===== config.mk =====
export PLATFORM = sky130hd
export DESIGN_NAME = flash_mode_ctrl
export DESIGN_NICKNAME = d
export VERILOG_FILES = /design/src/flash_mode_pkg.sv /design/src/sync_line_if.sv /design/src/input_sync.sv /design/src/tick_divider.sv /design/src/flash_mode_ctrl.sv
export SDC_FILE = /design/constraint.sdc
export NUM_CORES = 1
export LEC_CHECK = 0
export BUFFER_PORTS_ARGS = -buffer_cell sky130_fd_sc_hd__buf_4
export CORE_MARGIN = 2
export CORE_UTILIZATION = 50
export CTS_CLUSTER_SIZE = 40
export DETAILED_ROUTE_END_ITERATION = 10
export GPL_TIMING_DRIVEN = 0
export PLACE_DENSITY = 0.78
export SLEW_MARGIN = 20
export SYNTH_ARGS = -nofsm -noshare
export SYNTH_HDL_FRONTEND = slang
export SYNTH_SLANG_ARGS = --single-unit

===== constraint.sdc =====
create_clock -name mclk_in -period 16.9 [get_ports mclk_in]
set_clock_uncertainty 0.15 [all_clocks]
set_input_delay 4.225 -clock mclk_in [delete_from_list [all_inputs] [get_ports mclk_in]]
set_output_delay 4.225 -clock mclk_in [all_outputs]
set_load 0.05 [all_outputs]

===== src/flash_mode_pkg.sv =====
// Shared constants, register map and mode types of the flash and torch mode controller.
// Assumes a single 125 MHz clock and a byte-wide register port fed by the serial front end.
package flash_mode_pkg;

	// ==========================================================
	// Register offsets
	localparam logic [7:0] ADDR_ENABLE = 8'h10;
	localparam logic [7:0] ADDR_PRIVACY = 8'h11;
	localparam logic [7:0] ADDR_GPIO = 8'h20;
	localparam logic [7:0] ADDR_CONFIG1 = 8'h80;
	localparam logic [7:0] ADDR_TORCH = 8'ha0;
	localparam logic [7:0] ADDR_FLASH = 8'hb0;
	localparam logic [7:0] ADDR_DURATION = 8'hc0;
	localparam logic [7:0] ADDR_FLAGS = 8'hd0;
	localparam logic [7:0] ADDR_CONFIG2 = 8'hf0;

	// ==========================================================
	// Reset values
	localparam logic [7:0] ENABLE_RESET = 8'h18;
	localparam logic [7:0] PRIVACY_RESET = 8'h00;
	localparam logic [7:0] GPIO_RESET = 8'h00;
	localparam logic [7:0] CONFIG1_RESET = 8'h20;
	localparam logic [7:0] CONFIG2_RESET = 8'h00;
	localparam logic [7:0] TORCH_RESET = 8'h00;
	localparam logic [7:0] FLASH_RESET = 8'h00;
	localparam logic [7:0] DURATION_RESET = 8'h0f;

	// ==========================================================
	// Field positions
	localparam int ENA_PRIV_HIGH_BIT = 2;
	localparam int ENA_SRC_A_BIT = 3;
	localparam int ENA_EDGE_BIT = 5;
	localparam int PRIV_TERM_BIT = 3;
	localparam int PRIV_SRC_A_BIT = 4;
	localparam int PRIV_BLINK_LSB = 6;
	localparam int CFG1_STROBE_EN_BIT = 2;
	localparam int CFG1_POLARITY_BIT = 5;
	localparam int CFG1_HWTORCH_BIT = 7;
	localparam int CFG2_SHUTDOWN_BIT = 4;
	localparam int GPIO_A_EN_BIT = 0;
	localparam int GPIO_A_DIR_BIT = 1;
	localparam int GPIO_A_VAL_BIT = 2;
	localparam int GPIO_B_EN_BIT = 3;
	localparam int GPIO_B_DIR_BIT = 4;
	localparam int GPIO_B_VAL_BIT = 5;
	localparam int GPIO_B_INT_BIT = 6;
	localparam int FLAG_TIMEOUT_BIT = 0;
	localparam int FLAG_SYNC_BIT = 1;

	// ==========================================================
	// Mode field codes
	localparam logic [1:0] MODE_OFF = 2'h0;
	localparam logic [1:0] MODE_PRIVACY = 2'h1;
	localparam logic [1:0] MODE_TORCH = 2'h2;
	localparam logic [1:0] MODE_FLASH = 2'h3;

	// ==========================================================
	// Current ladder and timing
	localparam logic [4:0] FLASH_LADDER_BASE = 5'h08;
	localparam logic [4:0] TORCH_LEVEL_LOW = 5'h00;
	localparam logic [4:0] TORCH_LEVEL_HIGH = 5'h07;
	localparam int CLK_FREQ_MHZ = 125;
	localparam int RAMP_STEP_NS = 32000;
	localparam int RAMP_STEP_CYCLES = (RAMP_STEP_NS * CLK_FREQ_MHZ + 999) / 1000;
	localparam int TIMEOUT_STEP_MS = 32;
	localparam logic [14:0] TIMEOUT_STEP_TICKS = 15'(TIMEOUT_STEP_MS * 1000000 / RAMP_STEP_NS);
	localparam int BLINK_BASE_MS = 128;
	localparam logic [13:0] BLINK_BASE_TICKS = 14'(BLINK_BASE_MS * 1000000 / RAMP_STEP_NS);
	localparam logic [3:0] PWM_STEPS = 4'ha;

	typedef enum logic [1:0] {ST_OFF, ST_PRIVACY, ST_TORCH, ST_FLASH} state_t;

endpackage


===== src/sync_line_if.sv =====
// Carrier for one synchronised input: its active level and its active edge.
// Assumes producer and consumer share mclk_in.
`timescale 1ns/1ps
interface sync_line_if;
	logic active;
	logic edge_seen;
	modport src (output active, output edge_seen);
	modport dst (input active, input edge_seen);
endinterface


===== src/input_sync.sv =====
// Two-stage synchroniser with polarity selection and active-edge detection.
// Assumes the pin is asynchronous to mclk_in.
`timescale 1ns/1ps
module input_sync
(
	input wire logic mclk_in,
	input wire logic rst_in,
	input wire logic pin_in,
	input wire logic active_high_in,
	sync_line_if.src line
);
	logic meta_q;
	logic stable_q;
	logic prev_q;
	logic act;

	// ==========================================================
	// Synchroniser
	always_ff @(posedge mclk_in)
	begin
		if (rst_in)
		begin
			meta_q <= 1'b0;
			stable_q <= 1'b0;
		end
		else
		begin
			meta_q <= pin_in;
			stable_q <= meta_q;
		end
	end

	assign act = active_high_in ? stable_q : ~stable_q;

	always_ff @(posedge mclk_in)
	begin
		if (rst_in)
			prev_q <= 1'b0;
		else
			prev_q <= act;
	end

	assign line.active = act;
	assign line.edge_seen = act & ~prev_q;
endmodule


===== src/tick_divider.sv =====
// Divider that gives a one-cycle enable pulse every COUNT clock cycles.
// Assumes COUNT is at least two.
`timescale 1ns/1ps
module tick_divider
#(
	parameter int COUNT = 4000
)
(
	input wire logic mclk_in,
	input wire logic rst_in,
	output logic tick_out
);
	logic [15:0] cnt_q;

	always_ff @(posedge mclk_in)
	begin
		if (rst_in)
		begin
			cnt_q <= 16'h0000;
			tick_out <= 1'b0;
		end
		else if (cnt_q == 16'(COUNT - 1))
		begin
			cnt_q <= 16'h0000;
			tick_out <= 1'b1;
		end
		else
		begin
			cnt_q <= cnt_q + 16'h0001;
			tick_out <= 1'b0;
		end
	end
endmodule


===== src/flash_mode_ctrl.sv =====
// Mode control of a two-source flash LED driver: flash, torch, privacy, sync pins.
// Assumes a byte register port already decoded from the serial interface, and pins
// that are asynchronous to mclk_in.
`timescale 1ns/1ps
module flash_mode_ctrl
#(
	parameter int PWM_STEP_CYCLES = 125
)
(
	input wire logic mclk_in,
	input wire logic rst_in,
	input wire logic reg_wr_in,
	input wire logic reg_rd_in,
	input wire logic [7:0] reg_addr_in,
	input wire logic [7:0] reg_wdata_in,
	output logic [7:0] reg_rdata_out,
	input wire logic flash_strobe_in,
	input wire logic pa_sync_pin_a_in,
	output logic pa_sync_pin_a_out,
	output logic pa_sync_pin_a_oe_n_out,
	input wire logic pa_sync_pin_b_in,
	output logic pa_sync_pin_b_out,
	output logic pa_sync_pin_b_oe_n_out,
	output logic source_a_on_out,
	output logic [4:0] source_a_current_out,
	output logic source_b_on_out,
	output logic [4:0] source_b_current_out
);
	import flash_mode_pkg::*;

	logic [7:0] enable_q;
	logic [7:0] privacy_q;
	logic [7:0] gpio_q;
	logic [7:0] config1_q;
	logic [7:0] config2_q;
	logic [7:0] torch_q;
	logic [7:0] flashbr_q;
	logic [7:0] duration_q;
	logic [7:0] flags_q;
	logic [7:0] rdata_q;
	logic [7:0] rdata_d;
	state_t state_q;
	state_t state_d;
	logic from_priv_q;
	logic by_strobe_q;
	logic shut_q;
	logic armed_q;
	logic blink_on_q;
	logic [14:0] to_cnt_q;
	logic [14:0] to_limit;
	logic [13:0] blink_cnt_q;
	logic [13:0] blink_half;
	logic [3:0] pwm_cnt_q;
	logic [4:0] lvl_q [2];
	logic [4:0] tgt [2];
	logic [1:0] sel;
	logic [1:0] gate;
	logic [1:0] on_q;
	logic pin_a_out_q;
	logic pin_a_oe_n_q;
	logic pin_b_out_q;
	logic pin_b_oe_n_q;
	logic ramp_tick;
	logic pwm_tick;
	logic pin_a_gpio;
	logic hw_torch_mode;
	logic amp_a_mode;
	logic sync_a_act;
	logic sync_b_act;
	logic force_low;
	logic shut_edge;
	logic flags_rd;
	logic wr_en;
	logic strobe_go;
	logic to_hit;
	logic level_end;
	logic retoggle;
	logic flash_done;
	logic flash_exit;
	logic pwm_on;

	sync_line_if strobe_line ();
	sync_line_if amp_a_line ();
	sync_line_if amp_b_line ();

	// ==========================================================
	// Input synchronisers and time bases
	input_sync strobe_sync
	(
		.mclk_in(mclk_in),
		.rst_in(rst_in),
		.pin_in(flash_strobe_in),
		.active_high_in(1'b1),
		.line(strobe_line.src)
	);

	input_sync amp_a_sync
	(
		.mclk_in(mclk_in),
		.rst_in(rst_in),
		.pin_in(pa_sync_pin_a_in),
		.active_high_in(~amp_a_mode | config1_q[CFG1_POLARITY_BIT]),
		.line(amp_a_line.src)
	);

	input_sync amp_b_sync
	(
		.mclk_in(mclk_in),
		.rst_in(rst_in),
		.pin_in(pa_sync_pin_b_in),
		.active_high_in(1'b1),
		.line(amp_b_line.src)
	);

	tick_divider #(.COUNT(RAMP_STEP_CYCLES)) ramp_div
	(
		.mclk_in(mclk_in),
		.rst_in(rst_in),
		.tick_out(ramp_tick)
	);

	tick_divider #(.COUNT(PWM_STEP_CYCLES)) pwm_div
	(
		.mclk_in(mclk_in),
		.rst_in(rst_in),
		.tick_out(pwm_tick)
	);

	// ==========================================================
	// Ramp step toward a target, dropping at once when above it
	function automatic logic [4:0] ramp_next(input logic [4:0] lvl, input logic [4:0] goal,
		input logic step);
		logic [4:0] r;
		r = lvl;
		if (lvl >= goal)
			r = goal;
		else if (step)
			r = lvl + 5'h01;
		return r;
	endfunction

	// ==========================================================
	// Pin function decode and events
	assign pin_a_gpio = gpio_q[GPIO_A_EN_BIT];
	assign hw_torch_mode = ~pin_a_gpio & config1_q[CFG1_HWTORCH_BIT];
	assign amp_a_mode = ~pin_a_gpio & ~config1_q[CFG1_HWTORCH_BIT];
	assign sync_a_act = amp_a_mode & amp_a_line.active;
	assign sync_b_act = ~gpio_q[GPIO_B_EN_BIT] & amp_b_line.active;
	assign force_low = sync_a_act | sync_b_act;
	assign shut_edge = (state_q == ST_FLASH) & config2_q[CFG2_SHUTDOWN_BIT] & amp_a_mode
		& amp_a_line.edge_seen & armed_q;
	assign flags_rd = reg_rd_in & (reg_addr_in == ADDR_FLAGS);
	assign wr_en = reg_wr_in & (reg_addr_in == ADDR_ENABLE);
	assign strobe_go = config1_q[CFG1_STROBE_EN_BIT] & strobe_line.edge_seen;
	assign to_limit = 15'(({10'h000, duration_q[4:0]} + 15'h0001) * TIMEOUT_STEP_TICKS);
	assign to_hit = (state_q == ST_FLASH) & (to_cnt_q >= to_limit);
	assign level_end = (state_q == ST_FLASH) & by_strobe_q & ~enable_q[ENA_EDGE_BIT]
		& ~strobe_line.active;
	assign retoggle = by_strobe_q & ~enable_q[ENA_EDGE_BIT] & strobe_line.edge_seen;
	assign flash_done = to_hit | level_end;
	assign flash_exit = (state_q == ST_FLASH) & (state_d != ST_FLASH);

	// ==========================================================
	// Mode selection
	always_comb
	begin
		if (enable_q[1:0] == MODE_FLASH)
			state_d = ST_FLASH;
		else if (enable_q[1:0] == MODE_TORCH || (hw_torch_mode && amp_a_line.active))
			state_d = ST_TORCH;
		else if (enable_q[1:0] == MODE_PRIVACY)
			state_d = ST_PRIVACY;
		else
			state_d = ST_OFF;
	end

	always_ff @(posedge mclk_in)
	begin
		if (rst_in)
			state_q <= ST_OFF;
		else
			state_q <= state_d;
	end

	// ==========================================================
	// Control registers written by software
	always_ff @(posedge mclk_in)
	begin
		if (rst_in)
			enable_q <= ENABLE_RESET;
		else
		begin
			if (wr_en)
				enable_q <= reg_wdata_in;
			if (strobe_go)
				enable_q[1:0] <= MODE_FLASH;
			if (flash_done)
				enable_q[1:0] <= (~privacy_q[PRIV_TERM_BIT] & from_priv_q) ? MODE_PRIVACY
					: MODE_OFF;
		end
	end

	always_ff @(posedge mclk_in)
	begin
		if (rst_in)
			config1_q <= CONFIG1_RESET;
		else
		begin
			if (reg_wr_in && reg_addr_in == ADDR_CONFIG1)
				config1_q <= reg_wdata_in;
			if (flash_exit && hw_torch_mode)
				config1_q[CFG1_HWTORCH_BIT] <= 1'b0;
		end
	end

	always_ff @(posedge mclk_in)
	begin
		if (rst_in)
		begin
			privacy_q <= PRIVACY_RESET;
			gpio_q <= GPIO_RESET;
			config2_q <= CONFIG2_RESET;
			torch_q <= TORCH_RESET;
			flashbr_q <= FLASH_RESET;
			duration_q <= DURATION_RESET;
		end
		else if (reg_wr_in)
		begin
			unique case (reg_addr_in)
				ADDR_PRIVACY: privacy_q <= reg_wdata_in;
				ADDR_GPIO: gpio_q <= reg_wdata_in;
				ADDR_CONFIG2: config2_q <= reg_wdata_in;
				ADDR_TORCH: torch_q <= reg_wdata_in;
				ADDR_FLASH: flashbr_q <= reg_wdata_in;
				ADDR_DURATION: duration_q <= reg_wdata_in;
				default: ;
			endcase
		end
	end

	// ==========================================================
	// Flags, cleared by reading; a new event in the read cycle wins
	always_ff @(posedge mclk_in)
	begin
		if (rst_in)
			flags_q <= 8'h00;
		else
		begin
			if (flags_rd)
				flags_q <= 8'h00;
			if (to_hit)
				flags_q[FLAG_TIMEOUT_BIT] <= 1'b1;
			if ((state_q == ST_FLASH) && (amp_a_line.edge_seen && amp_a_mode))
				flags_q[FLAG_SYNC_BIT] <= 1'b1;
		end
	end

	// ==========================================================
	// Register read port
	always_comb
	begin
		rdata_d = 8'h00;
		unique case (reg_addr_in)
			ADDR_ENABLE: rdata_d = enable_q;
			ADDR_PRIVACY: rdata_d = privacy_q;
			ADDR_GPIO: rdata_d = {gpio_q[7:6],
				gpio_q[GPIO_B_DIR_BIT] ? gpio_q[GPIO_B_VAL_BIT] : amp_b_line.active,
				gpio_q[4:3],
				gpio_q[GPIO_A_DIR_BIT] ? gpio_q[GPIO_A_VAL_BIT] : amp_a_line.active,
				gpio_q[1:0]};
			ADDR_CONFIG1: rdata_d = config1_q;
			ADDR_CONFIG2: rdata_d = config2_q;
			ADDR_TORCH: rdata_d = torch_q;
			ADDR_FLASH: rdata_d = flashbr_q;
			ADDR_DURATION: rdata_d = duration_q;
			ADDR_FLAGS: rdata_d = flags_q;
			default: rdata_d = 8'h00;
		endcase
	end

	always_ff @(posedge mclk_in)
	begin
		if (rst_in)
			rdata_q <= 8'h00;
		else if (reg_rd_in)
			rdata_q <= rdata_d;
	end

	// ==========================================================
	// Flash sequencing: timeout, strobe origin, sync shutdown
	always_ff @(posedge mclk_in)
	begin
		if (rst_in)
			to_cnt_q <= 15'h0000;
		else if (state_q != ST_FLASH || retoggle)
			to_cnt_q <= 15'h0000;
		else if (ramp_tick && !to_hit)
			to_cnt_q <= to_cnt_q + 15'h0001;
	end

	always_ff @(posedge mclk_in)
	begin
		if (rst_in)
		begin
			by_strobe_q <= 1'b0;
			from_priv_q <= 1'b0;
		end
		else
		begin
			if (strobe_go)
				by_strobe_q <= 1'b1;
			else if ((wr_en && reg_wdata_in[1:0] == MODE_FLASH) || state_d != ST_FLASH)
				by_strobe_q <= 1'b0;
			if (state_d == ST_FLASH && state_q != ST_FLASH)
				from_priv_q <= (state_q == ST_PRIVACY);
		end
	end

	always_ff @(posedge mclk_in)
	begin
		if (rst_in)
		begin
			shut_q <= 1'b0;
			armed_q <= 1'b1;
		end
		else
		begin
			if (flags_rd || state_q != ST_FLASH)
				shut_q <= 1'b0;
			if (flags_rd)
				armed_q <= 1'b1;
			if (shut_edge)
			begin
				shut_q <= 1'b1;
				armed_q <= 1'b0;
			end
		end
	end

	// ==========================================================
	// Privacy PWM and blink
	assign pwm_on = (pwm_cnt_q <= {1'b0, privacy_q[2:0]});
	assign blink_half = BLINK_BASE_TICKS << privacy_q[PRIV_BLINK_LSB +: 2];

	always_ff @(posedge mclk_in)
	begin
		if (rst_in)
			pwm_cnt_q <= 4'h0;
		else if (state_q != ST_PRIVACY)
			pwm_cnt_q <= 4'h0;
		else if (pwm_tick)
			pwm_cnt_q <= (pwm_cnt_q == PWM_STEPS - 4'h1) ? 4'h0 : pwm_cnt_q + 4'h1;
	end

	always_ff @(posedge mclk_in)
	begin
		if (rst_in)
		begin
			blink_cnt_q <= 14'h0000;
			blink_on_q <= 1'b1;
		end
		else if (state_q != ST_PRIVACY || privacy_q[PRIV_BLINK_LSB +: 2] == 2'h3)
		begin
			blink_cnt_q <= 14'h0000;
			blink_on_q <= 1'b1;
		end
		else if (ramp_tick)
		begin
			if (blink_cnt_q >= blink_half - 14'h0001)
			begin
				blink_cnt_q <= 14'h0000;
				blink_on_q <= ~blink_on_q;
			end
			else
				blink_cnt_q <= blink_cnt_q + 14'h0001;
		end
	end

	// ==========================================================
	// Per-source targets
	always_comb
	begin
		for (int i = 0; i < 2; i++)
		begin
			sel[i] = 1'b0;
			gate[i] = 1'b0;
			tgt[i] = TORCH_LEVEL_LOW;
			unique case (state_q)
				ST_TORCH:
				begin
					sel[i] = enable_q[ENA_SRC_A_BIT + i];
					gate[i] = 1'b1;
					tgt[i] = {2'b00, torch_q[3 * i +: 3]};
				end
				ST_FLASH:
				begin
					sel[i] = enable_q[ENA_SRC_A_BIT + i];
					gate[i] = ~shut_q & ~to_hit;
					tgt[i] = force_low ? {2'b00, torch_q[3 * i +: 3]}
						: FLASH_LADDER_BASE + {1'b0, flashbr_q[4 * i +: 4]};
				end
				ST_PRIVACY:
				begin
					sel[i] = privacy_q[PRIV_SRC_A_BIT + i];
					gate[i] = pwm_on & blink_on_q;
					tgt[i] = enable_q[ENA_PRIV_HIGH_BIT] ? TORCH_LEVEL_HIGH : TORCH_LEVEL_LOW;
				end
				ST_OFF: ;
			endcase
		end
	end

	// ==========================================================
	// Current ramp, one ladder level per step
	always_ff @(posedge mclk_in)
	begin
		if (rst_in)
		begin
			lvl_q[0] <= 5'h00;
			lvl_q[1] <= 5'h00;
			on_q <= 2'b00;
		end
		else
		begin
			for (int i = 0; i < 2; i++)
			begin
				if (!sel[i] || state_q != state_d)
					lvl_q[i] <= 5'h00;
				else
					lvl_q[i] <= ramp_next(lvl_q[i], tgt[i], ramp_tick);
				on_q[i] <= sel[i] & gate[i] & (state_q == state_d);
			end
		end
	end

	// ==========================================================
	// Multi-function pin drivers
	always_ff @(posedge mclk_in)
	begin
		if (rst_in)
		begin
			pin_a_out_q <= 1'b0;
			pin_a_oe_n_q <= 1'b1;
			pin_b_out_q <= 1'b0;
			pin_b_oe_n_q <= 1'b1;
		end
		else
		begin
			pin_a_oe_n_q <= ~(pin_a_gpio & gpio_q[GPIO_A_DIR_BIT]);
			pin_a_out_q <= pin_a_gpio & gpio_q[GPIO_A_DIR_BIT] & gpio_q[GPIO_A_VAL_BIT];
			pin_b_oe_n_q <= ~(gpio_q[GPIO_B_EN_BIT] & gpio_q[GPIO_B_DIR_BIT]);
			if (gpio_q[GPIO_B_INT_BIT])
				pin_b_out_q <= ~(|flags_q);
			else
				pin_b_out_q <= gpio_q[GPIO_B_EN_BIT] & gpio_q[GPIO_B_DIR_BIT]
					& gpio_q[GPIO_B_VAL_BIT];
		end
	end

	assign reg_rdata_out = rdata_q;
	assign pa_sync_pin_a_out = pin_a_out_q;
	assign pa_sync_pin_a_oe_n_out = pin_a_oe_n_q;
	assign pa_sync_pin_b_out = pin_b_out_q;
	assign pa_sync_pin_b_oe_n_out = pin_b_oe_n_q;
	assign source_a_on_out = on_q[0];
	assign source_a_current_out = lvl_q[0];
	assign source_b_on_out = on_q[1];
	assign source_b_current_out = lvl_q[1];
endmodule


# ---- Word-level counts from Yosys, hierarchy flattened
# Memory sizes are Yosys's and may differ from the RTL's.
# Cells that the tools add are included.
dict set report totals {
  register_bits 162
  in_bits 23
  elab_cells 236
  memories 1
  mem_bits_rw 10
}
# name depth word_bits read_ports rd_ports_with_merged_regs write_ports line
set mem_list {}
lappend mem_list {lvl_q 2 5 2 0 2 flash_mode_ctrl.sv:54} ;# logic [4:0] lvl_q [2];
dict set report op_classes {
  mul 1
  bitwise_logic 54
  add_sub_neg 11
  n_eq_ne 26
  n_mux 59
  reduce_logical 39
  shift 1
  n_lt_le_gt_ge 5
}
# cell n
set op_table {}
lappend op_table {{8-bit one-hot mux with 9 select lines} 1}
lappend op_table {{5-bit 2-to-1 mux} 14}
lappend op_table {{8-bit equality test (second input constant)} 6}
lappend op_table {{16-bit by 1-bit adder with 16-bit output (second input constant)} 2}
lappend op_table {{1-bit bitwise AND} 31}
lappend op_table {{1-bit 2-to-1 mux} 30}
lappend op_table {{5-bit one-hot mux with 3 select lines} 2}
lappend op_table {{16-bit by 12-bit equality test with 1-bit output (second input constant)} 1}
lappend op_table {{16-bit by 7-bit equality test with 1-bit output (second input constant)} 1}
lappend op_table {{8-bit by 5-bit equality test with 1-bit output (second input constant)} 2}
lappend op_table {{1-bit inverter} 16}
lappend op_table {{2-bit OR reduction} 8}
lappend op_table {{15-bit by 1-bit adder with 15-bit output (second input constant)} 1}
lappend op_table {{15-bit greater-or-equal comparator} 1}
lappend op_table {{14-bit by 1-bit adder with 14-bit output (second input constant)} 1}
lappend op_table {{2-bit equality test (second input constant)} 7}
lappend op_table {{14-bit greater-or-equal comparator} 1}
lappend op_table {{14-bit 2-to-1 mux} 1}
lappend op_table {{2-bit AND reduction} 7}
lappend op_table {{12-bit by 2-bit left shift with 14-bit output (first input constant)} 1}
lappend op_table {{14-bit by 1-bit subtractor with 14-bit output (second input constant)} 1}
lappend op_table {{6-bit by 7-bit multiplier with 12-bit output (second input constant)} 1}
lappend op_table {{2-bit 2-to-1 mux} 6}
lappend op_table {{4-bit by 4-bit adder with 5-bit output (first input constant)} 2}
lappend op_table {{other kinds (22)} 52}

# ---- Longest topological paths before layout
# Gate-level depths: netlist of run 1.
dict set report logic_depth {
  word_depth 16
  mapped_depth 24
  ltp_nobuf 22
}

# ---- Cells and area by module
# From an unflattened synthesis of run 1, not the netlist that was laid out.
dict set report hier_totals {
  cells_unflattened 1107
  hier_area_um2 9658.0
}
# mod area_each_um2 instances seq_area_each_um2 cells_each
set modules_own_cells {}
lappend modules_own_cells {flash_mode_ctrl 7856.3 1 2702.6 912}
lappend modules_own_cells {{tick_divider (pwm_div)} 780.7 1 340.3 86}
lappend modules_own_cells {{tick_divider (ramp_div)} 743.2 1 340.3 82}
lappend modules_own_cells {input_sync 92.6 3 60.1 9}

# ---- Least setup slack after synthesis of run 1
# OpenSTA, ideal clock, no wires.
dict set report synth_timing {
  path_kind {input -> register}
  start {input reg_addr_in[1]}
  end {register config1_q[7]}
  path_slack_ns 10.926
  arrival_ns 5.733
  required_ns 16.659
  path_buffers 0
  stages 5
  cell_sequence {or3_1 > nor3b_2 > nand3_1 > mux2i_1 > a311oi_1}
}
dict set report synth_between {
  elab_chain_len 2
}
# item line
set synth_lines {}
lappend synth_lines {{start: declaration} flash_mode_ctrl.sv:14} ;# input wire logic [7:0] reg_addr_in,
lappend synth_lines {{8-bit equality test} flash_mode_ctrl.sv:209} ;# if (reg_wr_in && reg_addr_in == ADDR_CONFIG1)
lappend synth_lines {{1-bit logical AND} flash_mode_ctrl.sv:209}
lappend synth_lines {{end signal: assignment} flash_mode_ctrl.sv:210} ;# config1_q <= reg_wdata_in;
lappend synth_lines {{end: declaration} flash_mode_ctrl.sv:34} ;# logic [7:0] config1_q;
# Every way passes these cells.
# A chain may end at the register's enable or synchronous reset.

# ---- Worst setup path in the final report of run 1
dict set report layout_timing {
  start {register duration_q[0]}
  end {register to_cnt_q[13]}
}
dict set report layout_between {
  elab_chain_len 6
}
# item line
set layout_lines {}
lappend layout_lines {{start: declaration} flash_mode_ctrl.sv:38} ;# logic [7:0] duration_q;
lappend layout_lines {{start signal: assignment} flash_mode_ctrl.sv:235} ;# ADDR_DURATION: duration_q <= reg_wdata_in;
lappend layout_lines {{5-bit by 1-bit adder with 6-bit output} flash_mode_ctrl.sv:155} ;# assign to_limit = 15'(({10'h000, duration_q[4:0]} + 15'h0001) * TIMEOUT_STEP_TICKS);
lappend layout_lines {{6-bit by 7-bit multiplier with 12-bit output} flash_mode_ctrl.sv:155}
lappend layout_lines {{15-bit greater-or-equal comparator} flash_mode_ctrl.sv:156} ;# assign to_hit = (state_q == ST_FLASH) & (to_cnt_q >= to_limit);
lappend layout_lines {{1-bit bitwise AND} flash_mode_ctrl.sv:156}
lappend layout_lines {{1-bit zero test} flash_mode_ctrl.sv:297} ;# else if (ramp_tick && !to_hit)
lappend layout_lines {{1-bit logical AND} flash_mode_ctrl.sv:297}
lappend layout_lines {{end signal: assignment} flash_mode_ctrl.sv:298} ;# to_cnt_q <= to_cnt_q + 15'h0001;
lappend layout_lines {{end: declaration} flash_mode_ctrl.sv:49} ;# logic [14:0] to_cnt_q;
# Every way passes these cells.

==> results.md, run 1 <==
- Antenna violations before repair: 0
- R2R depth: 22
- Clock Tree Root: clkbuf_16
- Hold path endpoint: strobe_sync.stable_q$_SDFF_PP0_
- Yosys warns: 0
- Post-place setup slack: 10.38 ns
- Full die area: 20000 µm²
- Fmax: 153 MHz
- CTS clk-pin slew, worst paths: 0.07 ns
- Arrival time worst endpoint: 6.73 ns
- Reg-to-reg endpoint: to_cnt_q[13]$_SDFFE_PP0P_
- Hold Buf Count CTS: 0
- Power per cell area: 80.9 nW/µm²
- Syn_nets: 1202
- Sequential share of the synthesized area: 0.375
- Lkg Pwr: 0.00418 µW
- Max_cap viols: 0
- Post-Synth XOR/XNOR Area: 0.0640
- Critical Path Fanout Max: 10
- Non-Filler Instances: 1401
- Main flop type after synthesis: dfxtp_1
- Netlist cell types: 68
- Mapped Area: 9440 µm²
- Max VDD drop: 0.0498 mV
- Min-delay worst type: register to register
- Min setup slack post-route: 10.38 ns
- Mux contribution to synthesized area: 0.0514
- CTS Buffer Depth: 2
- Crit Path Class: register to register
- Die W: 141 µm
- Post-Synth Simple-Gate Area: 0.222
- Global-route wire length before repair: 38100 µm
- Placed insts: 1369
- DRC viols: 0
- Clock latency on the worst-skew pair: 0.43 ns
- Synth Area in Compound Gates: 0.128
- FF-to-FF setup slack: 10.38 ns
- Ports: 47
- Mean Syn Cell Area: 8.57 µm²
- Congestion Overflow GR: 0
- Most frequent cells in the layout: 162 x dfxtp_1, 128 x nor2_1, 114 x nand2_1, 71 x a21oi_1, 66 x ha_1
- Port bufs: 34
- Core area: 18600 µm²
- Total GRT Usage: 0.238
- Total Neg Setup Slack: 0 ns
- Die H: 141 µm
- PostCTS Resize Cnt: 0
- Initial Utilization: 0.506
- Post-CTS setup buffer count: 0
- Worst path required time: 17.11 ns
- Vias/cell: 5.80
- Commonest non-fill, non-tap cell in the layout: dfxtp_1
- N_diodes: 0
- Post-route ant nets: 0
- Pin count of the biggest net entering global routing: 17
- Slew @ Worst Pin: 0.722 ns
- Nets: 1255
- TritonCTS clock tree: built
- Setup Viol. Count Final: 0
- RD Place Congestion: 0.950
- Share of layout cells above drive strength 1: 0.0771
- DR WL/cell: 16.7 µm
- Site Rows: 50
- Synth Area in Adders: 0.113
- Drt pass-1 iters: 6
- First DRT Iteration DRCs: 709
- Rel. slew slack: 0.512
- Worst hold stages: 1
- Largest family of logic cells by synthesized area: simple AND/OR/NAND/NOR gates
- Status: finished, final reports clean
- Post-DP HPWL: 17200 µm
- Vias in the first global route: 7555
- CP endpoint kind: register
- Critical Path Source Type: register
- Final Instance Area: 10600 µm²
- Gate Count Post-Synth: 1101
- Fin. max-slew vios: 0
- WL final: 23300 µm
- Final hold vios: 0
- Crit Reg-Reg Startpoint: duration_q[0]$_SDFFE_PP1P_
- Vias: 8130
- Synthesis-to-finish area growth: 12.4%
- Placed Area: 9990 µm²
- H-Tree Level Count: 4
- Share of flip-flops with an asynchronous set or reset: 0
- Worst hold slack: 0.285 ns
- Period minus WS final: 6.52 ns
- HP Start: strobe_sync.meta_q$_SDFF_PP0_
- Num CTS Buffers: 17
- RSZ-0062 raised after global routing: false
- Synth Register Bits: 172
- Fin crit share: 0.386
- Sink Count: 172
- Number of synthesized flops with an enable pin: 10
-- sequential cells by signal, summed over array words and instances (netlist names), 2 cells and up --
register / cells
privacy_q: 8
reg_rdata_out: 8
duration_q: 8
pwm_div.cnt_q: 16
lvl_q: 10
flashbr_q: 8
ramp_div.cnt_q: 16
blink_cnt_q: 14
state_q: 2
on_q: 2
to_cnt_q: 15
config2_q: 8
torch_q: 8
pwm_cnt_q: 4
flags_q: 2
config1_q: 8
gpio_q: 8
enable_q: 8
-- report_power, final --
group / internal, µW / switching, µW
combinational: 10.9 / 24.8
clock: 238 / 172
sequential: 411 / 1.79
-- area by class of cell --
type,count,area [µm²]
fill,1649,8030
multi-input combinational,816,5460
sequential,172,3540
clock buffer,20,478
tap,234,293
timing repair buffer,34,255
buffer,55,219
inverter,58,218
clock inverter,12,148
-- Yosys cell counts, types with 2 or more instances --
cell type	count	area, µm²
a211oi_1	9	67.6
a2111oi_0	4	35.0
o211ai_1	2	15.0
o21ai_0	35	175
a32oi_1	4	35.0
o2bb2ai_1	3	26.3
dfxtp_1	162	3240
a22o_1	11	96.3
o21a_1	6	45.0
a21oi_1	71	355
nor2b_1	17	106
nand2_1	114	428
fa_1	12	240
and4_1	6	52.6
ha_1	66	826
xor2_1	45	394
or3_1	9	56.3
nor2_1	128	480
nand3b_1	2	15.0
nand4b_1	3	26.3
buf_2	10	50.1
xnor2_1	24	210
a311oi_1	2	17.5
nor3_1	17	85.1
mux2i_1	44	440
nand2b_1	5	31.3
inv_1	57	214
a31oi_1	6	37.5
a221oi_1	3	26.3
and2_1	4	25.0
edfxtp_1	10	300
a21o_1	5	37.5
or4_1	8	60.1
and3_1	21	131
clkbuf_1	44	165
nand3_1	63	315
nor4_1	2	12.5
nand4_1	20	125
o31ai_1	6	45.0
nor3b_2	2	25.0
a22oi_1	9	67.6
mux2_2	4	45.0
-- cell families after synthesis --
family / after synthesis
mux: 48
simple gates: 433
xor+xnor: 69
flops: 172
fa+ha+maj: 78
buf+inv: 113
compound gates: 188
-- through the flow --
stage	utilization	power, µW
2_1_floorplan	-	444
3_3_place_gp	0.536	456
3_5_place_dp	0.536	456
4_1_cts	0.569	861
5_1_grt	0.569	883
6_report	0.569	858
-- routing by layer --
| metal | track usage | part of all wire | up-vias |
|---|---|---|---|
| li1 | - | - | 3951 |
| met1 | 0.317 | 0.44 | 3844 |
| met2 | 0.390 | 0.46 | 286 |
| met3 | 0.0422 | 0.069 | 49 |
| met4 | 0.0874 | 0.022 | 0 |
| met5 | 0 | 0 | - |
-- worst max-delay path, stage by stage, from the launching register on --
cell	delay, ns
dfxtp_1	0.33
clkbuf_1	0.36
inv_1	0.21
ha_1	0.42
inv_1	0.06
ha_1	0.35
xnor2_1	0.21
inv_1	0.08
fa_1	0.48
fa_1	0.54
inv_1	0.05
ha_1	0.33
a21oi_1	0.20
o21ai_0	0.16
o41ai_1	0.32
xnor2_1	0.14
ha_1	0.33
a21oi_1	0.14
o21ai_0	0.22
a22oi_1	0.49
nand3_4	0.18
or4_1	0.53
a21oi_1	0.15
-- how the worst max path moves through the flow --
stage                                             end  cells past startpoint                        from  slack (ns)
after floorplan             config1_q[7]$_SDFFE_PP0P_                      5              reg_addr_in[1]       10.93
after global placement    blink_cnt_q[5]$_SDFFE_PP0P_                      7                      rst_in       10.36
after detailed placement  blink_cnt_q[8]$_SDFFE_PP0P_                      7                      rst_in       10.38
after CTS                   to_cnt_q[13]$_SDFFE_PP0P_                     22  duration_q[0]$_SDFFE_PP1P_       10.41
after global routing         to_cnt_q[5]$_SDFFE_PP0P_                     22  duration_q[0]$_SDFFE_PP1P_        9.97
final                       to_cnt_q[13]$_SDFFE_PP0P_                     22  duration_q[0]$_SDFFE_PP1P_       10.38
No activity file was read; power rests on OpenSTA's default activity.
==> inputs of run 2 (changes only) <==
--- a/config.mk
+++ b/config.mk
@@ -11,7 +11,7 @@
 export CTS_CLUSTER_SIZE = 40
 export DETAILED_ROUTE_END_ITERATION = 10
 export GPL_TIMING_DRIVEN = 0
-export PLACE_DENSITY = 0.78
+export PLACE_DENSITY = 0.81
 export SLEW_MARGIN = 20
 export SYNTH_ARGS = -nofsm -noshare
 export SYNTH_HDL_FRONTEND = slang
==> constraint.sdc (replaced) <==
create_clock -name mclk_in -period 5.9 [get_ports mclk_in]
set_clock_uncertainty 0.15 [all_clocks]
set_input_delay 1.475 -clock mclk_in [delete_from_list [all_inputs] [get_ports mclk_in]]
set_output_delay 1.475 -clock mclk_in [all_outputs]
set_load 0.05 [all_outputs]
==> run 2 against run 1 <==
Effect of this change:
- first-iteration DRC count is 12% lower
- die area unchanged
- sequential cell count unchanged
- clock-buffer cell count down 3
- critical endpoint is now to_cnt_q[14]$_SDFFE_PP0P_
==> results.md, run 2 (synthesized netlist as in run 1, its figures left out) <==
- Status: finished, final reports clean
- Fmax: 175 MHz (+14%)
- Full die area: 20000 µm² (unchanged)
- Crit Path Class: register to register
- Met2 usage: 0.398 (+0.00766)
- Vias in the first global route: 7651 (+1.3%)
- DRC viols: 0 (unchanged)
- Vias: 8100 (-0.37%)
- Max stage delay on crit path: 0.52 ns (-0.02 ns)
- CP max stage cell: fa_1
- Drt pass-1 iters: 6 (unchanged)
- Initial Utilization: 0.506 (unchanged)
- N_diodes: 0 (unchanged)
- Critical Path Source Type: register
- Antenna violations before repair: 0 (unchanged)
- H-Tree Level Count: 4 (unchanged)
- Crit Reg-Reg Startpoint: duration_q[0]$_SDFFE_PP1P_
- Nets: 1257 (+0.16%)
- Layout Utilization: 0.573 (+0.00369)
- Site Rows: 50 (unchanged)
- Share of layout cells above drive strength 1: 0.0967 (+0.0195)
- Lkg Pwr: 0.00420 µW (+0.37%)
- Most frequent cells in the layout: 159 x dfxtp_1, 128 x nor2_1, 114 x nand2_1, 69 x a21oi_1, 64 x ha_1
- Worst path bufs/invs: 5 (unchanged)
- Global-route wire length before repair: 38600 µm (+1.3%)
- WL final: 23900 µm (+2.3%)
- TritonCTS clock tree: built
- Fin. max-slew vios: 0 (unchanged)
- Min-delay worst type: register to register
- Ports: 47 (unchanged)
- Rel. slew slack: 0.481 (-0.0302)
- CTS Buffer Depth: 2 (unchanged)
- Die H: 141 µm (unchanged)
- Cell family with most CP delay: adder cells
- Power per cell area: 220 nW/µm² (+170%)
- Worst hold stages: 1 (unchanged)
- Biggest regs: pwm_div.cnt_q: 16 flops, ramp_div.cnt_q: 16 flops, to_cnt_q: 15 flops
- Core area: 18600 µm² (unchanged)
- Hold path endpoint: amp_b_sync.stable_q$_SDFF_PP0_
- Vias/cell: 5.77 (-0.51%)
- Port bufs: 34 (unchanged)
- Setup Viol. Count Final: 0 (unchanged)
- Fin crit share: 0.967 (+0.581)
- Total GRT Usage: 0.242 (+0.00400)
- Sink Count: 172 (unchanged)
- Min setup slack post-route: 0.193 ns (-10.19 ns)
- Post-route ant nets: 0 (unchanged)
- Slew @ Worst Pin: 0.778 ns (+0.0555 ns)
- Pin count of the biggest net entering global routing: 17 (unchanged)
- DR WL/cell: 17.0 µm (+2.1%)
- Hold Buf Count CTS: 0 (unchanged)
- Arrival time worst endpoint: 5.92 ns (-0.81 ns)
- Period minus WS final: 5.71 ns (-0.813 ns)
- Clock latency on the worst-skew pair: 0.43 ns (about the same)
- RD Place Congestion: 0.947 (-0.34%)
- Commonest non-fill, non-tap cell in the layout: dfxtp_1
- CP cell instances: buf_6 -> inv_2 -> ha_4 -> inv_1 -> ha_1 -> xnor2_2 -> inv_1 -> fa_1 -> fa_1 -> inv_1 -> ha_1 -> a21oi_2 -> o21ai_1 -> o41ai_2 -> xnor2_1 -> ha_1 -> a21oi_1 -> o21ai_2 -> a22oi_2 -> nand3_4 -> or4_1 -> a21oi_1
- Reg-to-reg endpoint: to_cnt_q[14]$_SDFFE_PP0P_
- Worst hold slack: 0.286 ns (+0.000759 ns)
- Max_cap viols: 0 (unchanged)
- Overall Power: 2350 µW (+170%)
- Post-DP HPWL: 17500 µm (+1.6%)
- Non-Filler Instances: 1403 (+0.14%)
- Worst path required time: 6.11 ns (-11.00 ns)
- First DRT Iteration DRCs: 624 (-12%)
- Grt met3 use: 0.0375 (-0.00472)
- Placed insts: 1369 (unchanged)
- Num CTS Buffers: 17 (unchanged)
- Post-place setup slack: -0.485 ns (-10.87 ns)
- Max VDD drop: 0.178 mV (+260%)
- Clock Tree Root: clkbuf_16
- Critical Path Fanout Max: 10 (unchanged)
- Congestion Overflow GR: 0 (unchanged)
- Global route hottest layer: met2
- Final hold vios: 0 (unchanged)
- CTS clk-pin slew, worst paths: 0.07 ns (about the same)
- HP Start: amp_b_sync.meta_q$_SDFF_PP0_
- GR Layer Usage met1: 0.323 (+0.00644)
- CP endpoint kind: register
- Die W: 141 µm (unchanged)
- R2R depth: 22 (unchanged)
- Synthesis-to-finish area growth: 13.2%
- FF-to-FF setup slack: 0.19 ns (-10.19 ns)
==> run 2: repair_timing <==
item	in CTS	in global routing
cloned	0	0
gates resized for setup	8	22
endpoints found under the setup margin	16	17
buffers inserted	1	2
pin swaps	1	3
==> run 2: metrics by stage <==
step | cell area (µm²) | TNS (ns)
2_1_floorplan | 9440 | 0
6_report | 10700 | 0
3_5_place_dp | 9990 | -5.90
5_1_grt | 10700 | -0.423
4_1_cts | 10600 | 0
3_3_place_gp | 9990 | -4.74
==> run 2: layout make-up <==
type	count	area [µm²]
buffer	54	223
clock buffer	17	425
clock inverter	15	123
fill	1631	7960
inverter	58	218
multi-input combinational	816	5570
sequential	172	3550
tap	234	293
timing repair buffer	37	278
==> run 2: report_power, final <==
| group | internal (µW) | leakage, µW | switching (µW) | total [µW] |
|---|---|---|---|---|
| clock network | 579 | 0.000274 | 481 | 1060 |
| logic | 32.1 | 0.00249 | 73.1 | 105 |
| registers | 1180 | 0.00143 | 5.02 | 1180 |
| total | 1790 | 0.00420 | 560 | 2350 |
==> run 2: worst max path at each step <==
stage,startpoint,end,slack (ns),cells past startpoint
finish,duration_q[0]$_SDFFE_PP1P_,to_cnt_q[14]$_SDFFE_PP0P_,0.19,22
global route,duration_q[0]$_SDFFE_PP1P_,to_cnt_q[14]$_SDFFE_PP0P_,-0.08,22
CTS,duration_q[1]$_SDFFE_PP1P_,to_cnt_q[14]$_SDFFE_PP0P_,0.02,20
detailed placement,duration_q[0]$_SDFFE_PP1P_,to_cnt_q[14]$_SDFFE_PP0P_,-0.48,22
global placement,duration_q[0]$_SDFFE_PP1P_,to_cnt_q[13]$_SDFFE_PP0P_,-0.39,22
floorplan,duration_q[0]$_SDFFE_PP1P_,to_cnt_q[14]$_SDFFE_PP0P_,0.24,22
==> run 2: layer usage <==
layer / vias to the layer above / wire length [µm]
li1: 3942 / -
met3: 48 / 1390
met5: - / 0
met2: 295 / 11100
met4: 0 / 651
met1: 3815 / 10700
